==> src/logic/sec_lock_defines.svh <==
// Register offsets, field positions, command codes and reset values of the security lock.
`ifndef SEC_LOCK_DEFINES_SVH
`define SEC_LOCK_DEFINES_SVH

`define REG_PWD_LAST      5'h0f
`define REG_CTRL          5'h10
`define REG_CMD           5'h11
`define REG_STATUS        5'h12
`define REG_ERROR         5'h13
`define REG_IDENT128      5'h14

`define CTRL_MASTER_BIT   0
`define CTRL_MAXLVL_BIT   1
`define ERR_ABORT_BIT     2
`define ID_SUPPORTED_BIT  0
`define ID_ENABLED_BIT    1
`define ID_LOCKED_BIT     2
`define ID_FROZEN_BIT     3
`define ID_EXHAUSTED_BIT  4
`define ID_MAXLVL_BIT     8

`define BANK_STAGE        2'h0
`define BANK_USER         2'h1
`define BANK_MASTER       2'h2
`define FLAG_ADDR         6'h30
`define LAST_WORD         4'hf

`define ATTEMPTS_INIT     3'h5
`define MASTER_DEFAULT    16'h5a3c

`define CMD_SET_PWD       8'hf1
`define CMD_UNLOCK        8'hf2
`define CMD_ERASE_PREP    8'hf3
`define CMD_ERASE_UNIT    8'hf4
`define CMD_FREEZE        8'hf5
`define CMD_DISABLE_PWD   8'hf6

`endif

==> src/logic/sec_lock_pkg.sv <==
// Types shared by the security lock controller and its password store.
package sec_lock_pkg;

    typedef enum logic [3:0] {
        ST_BOOT, ST_BOOT_LD, ST_IDLE, ST_CMP_RD, ST_CMP_CHK, ST_DECIDE,
        ST_COPY_RD, ST_COPY_WR, ST_FLAGS, ST_FACTORY
    } sec_fsm_t;

    typedef struct packed {
        sec_fsm_t    st;
        logic [3:0]  idx;
        logic [7:0]  cmd;
        logic        ident_master;
        logic        level_req;
        logic        mismatch;
        logic        locked;
        logic        frozen;
        logic        enabled;
        logic        level_max;
        logic [2:0]  counter;
        logic        exhausted;
        logic        erase_prep;
        logic        err;
        logic        aborted;
        logic [15:0] rd_data;
        logic        done;
        logic        exec;
        logic [7:0]  exec_code;
        logic        erase_pulse;
    } sec_state_t;

    typedef struct packed {
        logic [63:0][15:0] words;
        logic [15:0]       rdata_a;
        logic [15:0]       rdata_b;
    } mem_state_t;

endpackage

==> src/logic/storage_security_lock_fsm.sv <==
// Security lock state machine of the storage command layer.
`timescale 1ns/1ns
`default_nettype none
`include "sec_lock_defines.svh"
module storage_security_lock_fsm (
    input  wire logic        clk_in,
    input  wire logic        reset_in,
    input  wire logic [4:0]  addr_in,
    input  wire logic [15:0] wr_data_in,
    input  wire logic        wr_in,
    input  wire logic        rd_in,
    input  wire logic        factory_init_in,
    output logic      [15:0] rd_data_out,
    output logic             cmd_done_out,
    output logic             err_out,
    output logic             command_aborted_flag_out,
    output logic             exec_out,
    output logic      [7:0]  exec_code_out,
    output logic             erase_media_out,
    output logic             locked_out,
    output logic             frozen_out,
    output logic             attempts_exhausted_flag_out
);
    import sec_lock_pkg::*;

    sec_state_t  s;
    sec_state_t  next_s;
    logic        mem_we;
    logic [5:0]  mem_waddr;
    logic [15:0] mem_wdata;
    logic [5:0]  mem_raddr_a;
    logic [5:0]  mem_raddr_b;
    logic [15:0] mem_rdata_a;
    logic [15:0] mem_rdata_b;
    logic [1:0]  target_bank;
    logic        cmd_wr;

    function automatic logic is_media(input logic [7:0] c);
        case (c)
            8'h20, 8'h21, 8'h22, 8'h23, 8'h40, 8'h41, 8'hc4,
            8'h30, 8'h31, 8'h32, 8'h33, 8'h3c, 8'hc5, 8'h38, 8'hcd,
            8'hc0, 8'h50: is_media = 1'b1;
            default:      is_media = 1'b0;
        endcase
    endfunction

    // Gating applied before a command does anything at all.
    function automatic logic refused(input sec_state_t x, input logic [7:0] c);
        logic r;
        r = 1'b0;
        if (x.locked && (is_media(c) || c == `CMD_DISABLE_PWD || c == `CMD_FREEZE
                || c == `CMD_SET_PWD)) begin
            r = 1'b1;
        end
        if (x.frozen && (c == `CMD_SET_PWD || c == `CMD_DISABLE_PWD
                || c == `CMD_ERASE_UNIT || c == `CMD_UNLOCK)) begin
            r = 1'b1;
        end
        if (x.exhausted && (c == `CMD_UNLOCK || c == `CMD_ERASE_UNIT)) begin
            r = 1'b1;
        end
        refused = r;
    endfunction

    function automatic sec_state_t finish(input sec_state_t x, input logic abort);
        sec_state_t y;
        y = x;
        y.done = 1'b1;
        y.err = abort;
        y.aborted = abort;
        y.st = ST_IDLE;
        finish = y;
    endfunction

    assign target_bank = s.ident_master ? `BANK_MASTER : `BANK_USER;
    assign cmd_wr = wr_in && (addr_in == `REG_CMD) && (s.st == ST_IDLE);

    always_comb begin
        next_s = s;
        next_s.done = 1'b0;
        next_s.exec = 1'b0;
        next_s.erase_pulse = 1'b0;
        next_s.rd_data = 16'h0000;
        mem_we = 1'b0;
        mem_waddr = 6'h00;
        mem_wdata = 16'h0000;
        mem_raddr_a = {`BANK_STAGE, s.idx};
        mem_raddr_b = {target_bank, s.idx};
        next_s.exhausted = (s.counter == 3'h0);
        if (rd_in) begin
            case (addr_in)
                `REG_STATUS: begin
                    next_s.rd_data = {5'h00, s.counter, 2'h0, s.level_max, s.enabled,
                        s.frozen, s.locked, s.err, s.st != ST_IDLE};
                end
                `REG_ERROR: begin
                    next_s.rd_data[`ERR_ABORT_BIT] = s.aborted;
                end
                `REG_IDENT128: begin
                    next_s.rd_data[`ID_SUPPORTED_BIT] = 1'b1;
                    next_s.rd_data[`ID_ENABLED_BIT] = s.enabled;
                    next_s.rd_data[`ID_LOCKED_BIT] = s.locked;
                    next_s.rd_data[`ID_FROZEN_BIT] = s.frozen;
                    next_s.rd_data[`ID_EXHAUSTED_BIT] = s.exhausted;
                    next_s.rd_data[`ID_MAXLVL_BIT] = s.level_max;
                end
                default: begin
                    next_s.rd_data = 16'h0000;
                end
            endcase
        end
        case (s.st)
            ST_BOOT: begin
                mem_raddr_a = `FLAG_ADDR;
                next_s.st = ST_BOOT_LD;
            end
            ST_BOOT_LD: begin
                next_s.enabled = mem_rdata_a[0];
                next_s.level_max = mem_rdata_a[1];
                next_s.locked = mem_rdata_a[0];
                next_s.st = ST_IDLE;
            end
            ST_IDLE: begin
                if (wr_in && addr_in <= `REG_PWD_LAST) begin
                    mem_we = 1'b1;
                    mem_waddr = {`BANK_STAGE, addr_in[3:0]};
                    mem_wdata = wr_data_in;
                end
                if (wr_in && addr_in == `REG_CTRL) begin
                    next_s.ident_master = wr_data_in[`CTRL_MASTER_BIT];
                    next_s.level_req = wr_data_in[`CTRL_MAXLVL_BIT];
                end
                if (factory_init_in) begin
                    next_s.idx = 4'h0;
                    next_s.st = ST_FACTORY;
                end else if (cmd_wr) begin
                    next_s.cmd = wr_data_in[7:0];
                    next_s.idx = 4'h0;
                    next_s.mismatch = 1'b0;
                    next_s.erase_prep = (wr_data_in[7:0] == `CMD_ERASE_PREP);
                    if (refused(s, wr_data_in[7:0])) begin
                        next_s = finish(next_s, 1'b1);
                    end else begin
                        case (wr_data_in[7:0])
                            `CMD_SET_PWD:    next_s.st = ST_COPY_RD;
                            `CMD_UNLOCK:     next_s.st = ST_CMP_RD;
                            `CMD_DISABLE_PWD: next_s.st = ST_CMP_RD;
                            `CMD_ERASE_UNIT: begin
                                if (s.erase_prep) begin
                                    next_s.st = ST_CMP_RD;
                                end else begin
                                    next_s = finish(next_s, 1'b1);
                                end
                            end
                            `CMD_ERASE_PREP: next_s = finish(next_s, 1'b0);
                            `CMD_FREEZE: begin
                                next_s.frozen = 1'b1;
                                next_s = finish(next_s, 1'b0);
                            end
                            default: begin
                                next_s.exec = 1'b1;
                                next_s.exec_code = wr_data_in[7:0];
                                next_s = finish(next_s, 1'b0);
                            end
                        endcase
                    end
                end
            end
            ST_CMP_RD: begin
                next_s.st = ST_CMP_CHK;
            end
            ST_CMP_CHK: begin
                if (mem_rdata_a != mem_rdata_b) begin
                    next_s.mismatch = 1'b1;
                end
                if (s.idx == `LAST_WORD) begin
                    next_s.st = ST_DECIDE;
                end else begin
                    next_s.idx = s.idx + 4'h1;
                    next_s.st = ST_CMP_RD;
                end
            end
            ST_DECIDE: begin
                case (s.cmd)
                    `CMD_UNLOCK: begin
                        // The master password is never good enough to unlock at maximum level; erase unit still takes it.
                        if (s.mismatch || (s.ident_master && s.level_max)) begin
                            if (s.counter != 3'h0) begin
                                next_s.counter = s.counter - 3'h1;
                            end
                            next_s = finish(next_s, 1'b1);
                        end else begin
                            next_s.locked = 1'b0;
                            next_s = finish(next_s, 1'b0);
                        end
                    end
                    `CMD_ERASE_UNIT: begin
                        if (s.mismatch) begin
                            next_s = finish(next_s, 1'b1);
                        end else begin
                            next_s.locked = 1'b0;
                            next_s.enabled = 1'b0;
                            next_s.erase_pulse = 1'b1;
                            next_s.st = ST_FLAGS;
                        end
                    end
                    default: begin
                        if (s.mismatch || (s.ident_master && s.level_max)) begin
                            next_s = finish(next_s, 1'b1);
                        end else begin
                            next_s.enabled = 1'b0;
                            next_s.st = ST_FLAGS;
                        end
                    end
                endcase
            end
            ST_COPY_RD: begin
                next_s.st = ST_COPY_WR;
            end
            ST_COPY_WR: begin
                mem_we = 1'b1;
                mem_waddr = {target_bank, s.idx};
                mem_wdata = mem_rdata_a;
                if (s.idx != `LAST_WORD) begin
                    next_s.idx = s.idx + 4'h1;
                    next_s.st = ST_COPY_RD;
                end else if (s.ident_master) begin
                    next_s = finish(next_s, 1'b0);
                end else begin
                    next_s.enabled = 1'b1;
                    next_s.level_max = s.level_req;
                    next_s.st = ST_FLAGS;
                end
            end
            ST_FLAGS: begin
                mem_we = 1'b1;
                mem_waddr = `FLAG_ADDR;
                mem_wdata = {14'h0000, s.level_max, s.enabled};
                next_s = finish(next_s, 1'b0);
            end
            ST_FACTORY: begin
                mem_we = 1'b1;
                mem_waddr = {`BANK_MASTER, s.idx};
                mem_wdata = `MASTER_DEFAULT;
                if (s.idx == `LAST_WORD) begin
                    next_s.enabled = 1'b0;
                    next_s.level_max = 1'b0;
                    next_s.locked = 1'b0;
                    next_s.st = ST_FLAGS;
                end else begin
                    next_s.idx = s.idx + 4'h1;
                end
            end
            default: begin
                next_s.st = ST_IDLE;
            end
        endcase
    end

    // Frozen only clears here: the single reset stands for power removal as well.
    always_ff @(posedge clk_in or posedge reset_in) begin
        if (reset_in) begin
            s <= '0;
            s.st <= ST_BOOT;
            s.counter <= `ATTEMPTS_INIT;
            s.exhausted <= 1'b0;
            s.frozen <= 1'b0;
        end else begin
            s <= next_s;
        end
    end

    pwd_store u_store (
        .clk_in      (clk_in),
        .we_in       (mem_we),
        .waddr_in    (mem_waddr),
        .wdata_in    (mem_wdata),
        .raddr_a_in  (mem_raddr_a),
        .raddr_b_in  (mem_raddr_b),
        .rdata_a_out (mem_rdata_a),
        .rdata_b_out (mem_rdata_b)
    );

    assign rd_data_out = s.rd_data;
    assign cmd_done_out = s.done;
    assign err_out = s.err;
    assign command_aborted_flag_out = s.aborted;
    assign exec_out = s.exec;
    assign exec_code_out = s.exec_code;
    assign erase_media_out = s.erase_pulse;
    assign locked_out = s.locked;
    assign frozen_out = s.frozen;
    assign attempts_exhausted_flag_out = s.exhausted;
endmodule
`default_nettype wire

==> src/logic/pwd_store.sv <==
// Password store: staging, user, master and flag words, two registered read ports.
`timescale 1ns/1ns
`default_nettype none
module pwd_store (
    input  wire logic        clk_in,
    input  wire logic        we_in,
    input  wire logic [5:0]  waddr_in,
    input  wire logic [15:0] wdata_in,
    input  wire logic [5:0]  raddr_a_in,
    input  wire logic [5:0]  raddr_b_in,
    output logic      [15:0] rdata_a_out,
    output logic      [15:0] rdata_b_out
);
    import sec_lock_pkg::*;

    // No reset on purpose: this array stands for non-volatile storage that must
    // survive a hardware reset, so the stored passwords and lock flags persist.
    mem_state_t s;
    mem_state_t next_s;

    always_comb begin
        next_s = s;
        next_s.rdata_a = s.words[raddr_a_in];
        next_s.rdata_b = s.words[raddr_b_in];
        if (we_in) begin
            next_s.words[waddr_in] = wdata_in;
        end
    end

    always_ff @(posedge clk_in) begin
        s <= next_s;
    end

    assign rdata_a_out = s.rdata_a;
    assign rdata_b_out = s.rdata_b;
endmodule
`default_nettype wire

==> config.mk <==
export PLATFORM = sky130hd
export DESIGN_NAME = storage_security_lock_fsm
export DESIGN_NICKNAME = d
export VERILOG_FILES = /design/src/logic/sec_lock_pkg.sv /design/src/logic/storage_security_lock_fsm.sv /design/src/logic/pwd_store.sv
export VERILOG_INCLUDE_DIRS = /design/src /design/src/logic
export SDC_FILE = /design/constraint.sdc
export NUM_CORES = 1
export LEC_CHECK = 0
export BUFFER_PORTS_ARGS = -buffer_cell sky130_fd_sc_hd__buf_2
export CORE_ASPECT_RATIO = 1.75
export CORE_UTILIZATION = 57
export CTS_CLUSTER_SIZE = 24
export DETAILED_ROUTE_END_ITERATION = 6
export GPL_ROUTABILITY_DRIVEN = 0
export PLACE_DENSITY = 0.73
export SLEW_MARGIN = 15
export SYNTH_ARGS = -nofsm -noshare
export SYNTH_HDL_FRONTEND = slang
export SYNTH_SLANG_ARGS = --single-unit
==> constraint.sdc <==
create_clock -name clk_in -period 5.6 [get_ports clk_in]
set_input_delay 1.68 -clock clk_in [delete_from_list [all_inputs] [get_ports clk_in]]
set_output_delay 1.68 -clock clk_in [all_outputs]
set_load 0.005 [all_outputs]
==> metrics.md <==
| Metric | Value |
|---|---|
| Number of hold violations in the final report | 0 |
| First DRT Iteration DRCs | 2,115 |
| Clock transition time at the flip-flop clock pins of the worst setup and hold paths | 70 ps |
| Worst skew pair latency | 610 ps |
| Post-synthesis instance area | 0.0344 mm² |
| IO Port Bufs | 50 |
| Total number of nets in the final design | 2,121 |
| Number of global-route vias before repair | 19,200 |
| Wire length of the first global-routing pass | 126,000 µm |
| Type of origin of the critical path | register |
| Dpl ws | 1090 ps |
| Total track usage | 28.5% |
| Cts repair resizes | 0 |
| Synth Flop Type | edfxtp_1 |
| Number of antenna violations at the first check in global routing | 1 |
| Crit. End Element | register |
| Number of synthesis warnings | 0 |
| Floorplan row count | 118 |
| Async SR Flop Fraction | 5.66% |
| Number of H-tree branching levels | 3 |
| Area growth syn-to-layout | 10.4% |
| Die Footprint | 0.0615 mm² |
| Share of layout cells above drive strength 1 | 18.4% |
| Gate power share | 29.1% |
| Die Y | 327 µm |
| Number of I/O pins | 58 |
| WL per Instance | 29.2 µm |
| Postcts setup bufs | 0 |
| Inserted Clock Buffers | 72 |
| Number of synthesized register bits | 865 |
| Min cycle time layout | 4190 ps |
| Cell internal pwr | 12.3 mW |
| Quantity of hold-fixing buffers added after cts | 0 |
| NetSw | 6.23 mW |
| Synth area leaders | edfxtp_1, mux4_2, mux2i_1 |
| Sequential cell fraction of total power | 44.2% |
| Leakage | 12.7 nW |
| Largest stage delay on the critical path | 820 ps |
| Pin count of the biggest net entering global routing | 72 |
| Required arrival time at the worst endpoint | 5910 ps |
| FMAX | 0.239 GHz |
| Max_cap viols | 0 |
| Remaining antenna violation count after routing | 0 |
| Setup repair after global routing missed its margin | no |
| Master of the slowest instance on the critical path | or4b_1 |
| Clock Path Buffers | 3 |
| Headroom to the max-slew limit | 7.39% |
| Summed negative setup slack over all endpoints | 0 ps |
| Mapped Avg Cell Area | 16.9 µm² |
| Final Util | 63.9% |
| Clock tree from TritonCTS | built |
| Crit path cell chain | or4b_1, nor3b_2, a22oi_1, or3_1, nor2_1, buf_4 |
| Die X | 188 µm |
| Via Count | 19,200 |
| Count of mapped cells out of synthesis | 2,034 |
| DRC | 0 |
| Detailed Routing Iterations Pass 1 | 5 |
| Peak VDD IR | 307 µV |
| Slew at the pin with the worst max-slew slack | 1370 ps |
| Worst setup margin | 1410 ps |
| Busiest layer in global routing | met2 |
| Final period util | 74.8% |
| Final setup skew | 17.2 ps |
| Total wire length after detailed routing | 85,500 µm |
| Final number of setup-violating endpoints | 0 |
| Met1 track demand over resource in global routing | 33.8% |
| Total overflow reported by the global router | 0 |
| Top cell type by total area after synthesis | edfxtp_1 |
| Worst Hold Slack | 469 ps |
| Global-route track usage on met2 | 47.8% |
| Max Transition Viols Final | 0 |
| Final Total Pwr | 18.5 mW |
| Half-perimeter wire length after detailed placement | 53,400 µm |
| Critical path start-end classification | register to register |
| Yosys cell types | 74 |
| Met3 routing resource usage after global routing | 3.97% |
| Status | finished clean |
| Type of the tightest min-delay check | register to register |
| Clock Sinks | 865 |
| Proportion of total power due to net switching | 33.7% |
| Average via count per standard cell | 6.54 |
| Top cell type's share of synthesized area | 68.3% |
| Post-synthesis sequential area ratio | 73.8% |
| Placeable core region | 0.0595 mm² |
| Starting density of the core | 57.9% |
| Share of power burned in the clock network | 26.6% |
| Power density normalized to cell area | 486 mW/mm² |
| Number of enable-type register cells in the synthesized netlist | 784 |
| Peak fanout along the critical path | 21 |
| Arrival time of data at the critical path endpoint | 4500 ps |
| Library cell used as clock root buffer | clkbuf_16 |
-- power groups by stage --
stage	clock (mW)	sequential, mW	combinational, mW
floorplan	0	8.03	3.41
global placement	0	8.29	5.14
detailed placement	0	8.30	5.25
CTS	4.97	8.16	5.28
global route	5.20	8.20	5.61
finish	4.92	8.18	5.39
-- cell usage after synthesis, types with 5 or more instances --
cell type	n
mux2_4	8
o22ai_1	45
a221o_1	9
xnor2_1	18
mux2i_1	141
nor3b_1	5
clkbuf_1	84
nand4_1	9
nand2_1	92
o31ai_1	14
edfxtp_1	784
or4_1	5
mux2_2	21
a211o_1	5
nor2_1	146
o32ai_1	5
and3_1	13
nand3_1	30
and2_1	19
nor2b_1	10
dfrtp_1	47
mux4_2	93
or3_1	7
a21oi_1	56
nor4_1	9
nand2b_1	9
a22oi_1	8
dfxtp_1	32
buf_4	25
buf_1	21
o211ai_1	14
a22o_1	9
a211oi_1	7
buf_2	16
inv_1	9
a31oi_1	12
o21ai_0	41
a221oi_1	7
o221ai_1	74
nor3_1	14
-- layer usage --
metal | vias to the layer above | share of wire [%] | wire [µm]
li1 | 8207 | - | -
met1 | 9763 | 35 | 29900
met2 | 971 | 51 | 43300
met3 | 210 | 6.6 | 5660
met4 | 0 | 7.7 | 6550
met5 | - | 0 | 0
-- registers in the layout (all words and copies together), names as in the netlist --
register,count
u_store.rdata_b_out,16
mem_raddr_b,4
locked_out,1
u_store.s,784
attempts_exhausted_flag_out,1
u_store.rdata_a_out,16
exec_code_out,8
frozen_out,1
exec_out,1
rd_data_out,9
err_out,1
s,21
cmd_done_out,1
erase_media_out,1
-- final timing paths --
| check | start | end | slack [ps] | cells after the start |
|---|---|---|---|---|
| worst max-delay path | s[56]$_DFFE_PP0P_ | u_store.s[384]$_DFFE_PP_ | 1410 | 6 |
| worst max register to register | s[56]$_DFFE_PP0P_ | u_store.s[384]$_DFFE_PP_ | 1410 | 6 |
| min in group asynchronous | reset_in | s[29]$_DFFE_PP0P_ | 1320 | 2 |
| worst min register to register | u_store.s[800]$_DFFE_PP_ | u_store.rdata_a_out[0]$_DFF_P_ | 470 | 2 |
| worst min-delay path | u_store.s[800]$_DFFE_PP_ | u_store.rdata_a_out[0]$_DFF_P_ | 470 | 2 |
| max in group asynchronous | reset_in | mem_raddr_b[1]$_DFFE_PP0P_ | 3540 | 2 |
-- metrics by stage --
stage,instance area (µm²),instances
final,38000,2928
after global placement,35700,2798
after global routing,38000,2927
after detailed placement,35700,2798
after CTS,38000,2927
after floorplan,34500,2040
-- critical path, delay by kind of cell (launching register included) --
| kind | cells | cell delay, ps |
|---|---|---|
| AO/OA/AOI/OAI | 1 | 290 |
| flip-flops | 1 | 620 |
| buffers and inverters | 1 | 300 |
| AND/OR/NAND/NOR | 4 | 2660 |
-- layout by cell type, fill, tap and decap left out, types with 14 or more instances in the layout --
| cell type | instances |
|---|---|
| o211ai_1 | 14 |
| buf_2 | 50 |
| dfxtp_1 | 32 |
| clkbuf_1 | 14 |
| mux2_2 | 21 |
| mux2i_1 | 141 |
| clkinv_1 | 16 |
| o22ai_1 | 45 |
| buf_4 | 73 |
| nor2_1 | 145 |
| and2_1 | 19 |
| o221ai_1 | 74 |
| nor3_1 | 14 |
| xnor2_1 | 18 |
| dfrtp_1 | 43 |
| o21ai_0 | 41 |
| edfxtp_1 | 784 |
| mux4_2 | 93 |
| clkbuf_16 | 77 |
| nand2_1 | 91 |
| o31ai_1 | 14 |
| nand3_1 | 30 |
| a21oi_1 | 56 |
-- final cells by class --
cell class                      count  area [µm²]
Fill cell                        4008       21500
Tap cell                          780         976
Clock inverter                     34         265
Inverter                           12        45.0
Clock buffer                       95        2030
Multi-Input combinational cell   1016        8430
Antenna cell                        1        2.50
Sequential cell                   865       25400
Timing Repair Buffer              125         838
-- kinds of logic after synthesis --
logic type	after synthesis	synth area share [%]
flops	865	73.8
simple gates	392	5.47
compound gates	332	6.85
mux	263	11.2
buf+inv	159	2.09
xor+xnor	19	0.483
fa+ha+maj	3	0.109
other cells	1	0.0109
(Power assumes the default switching activity.)
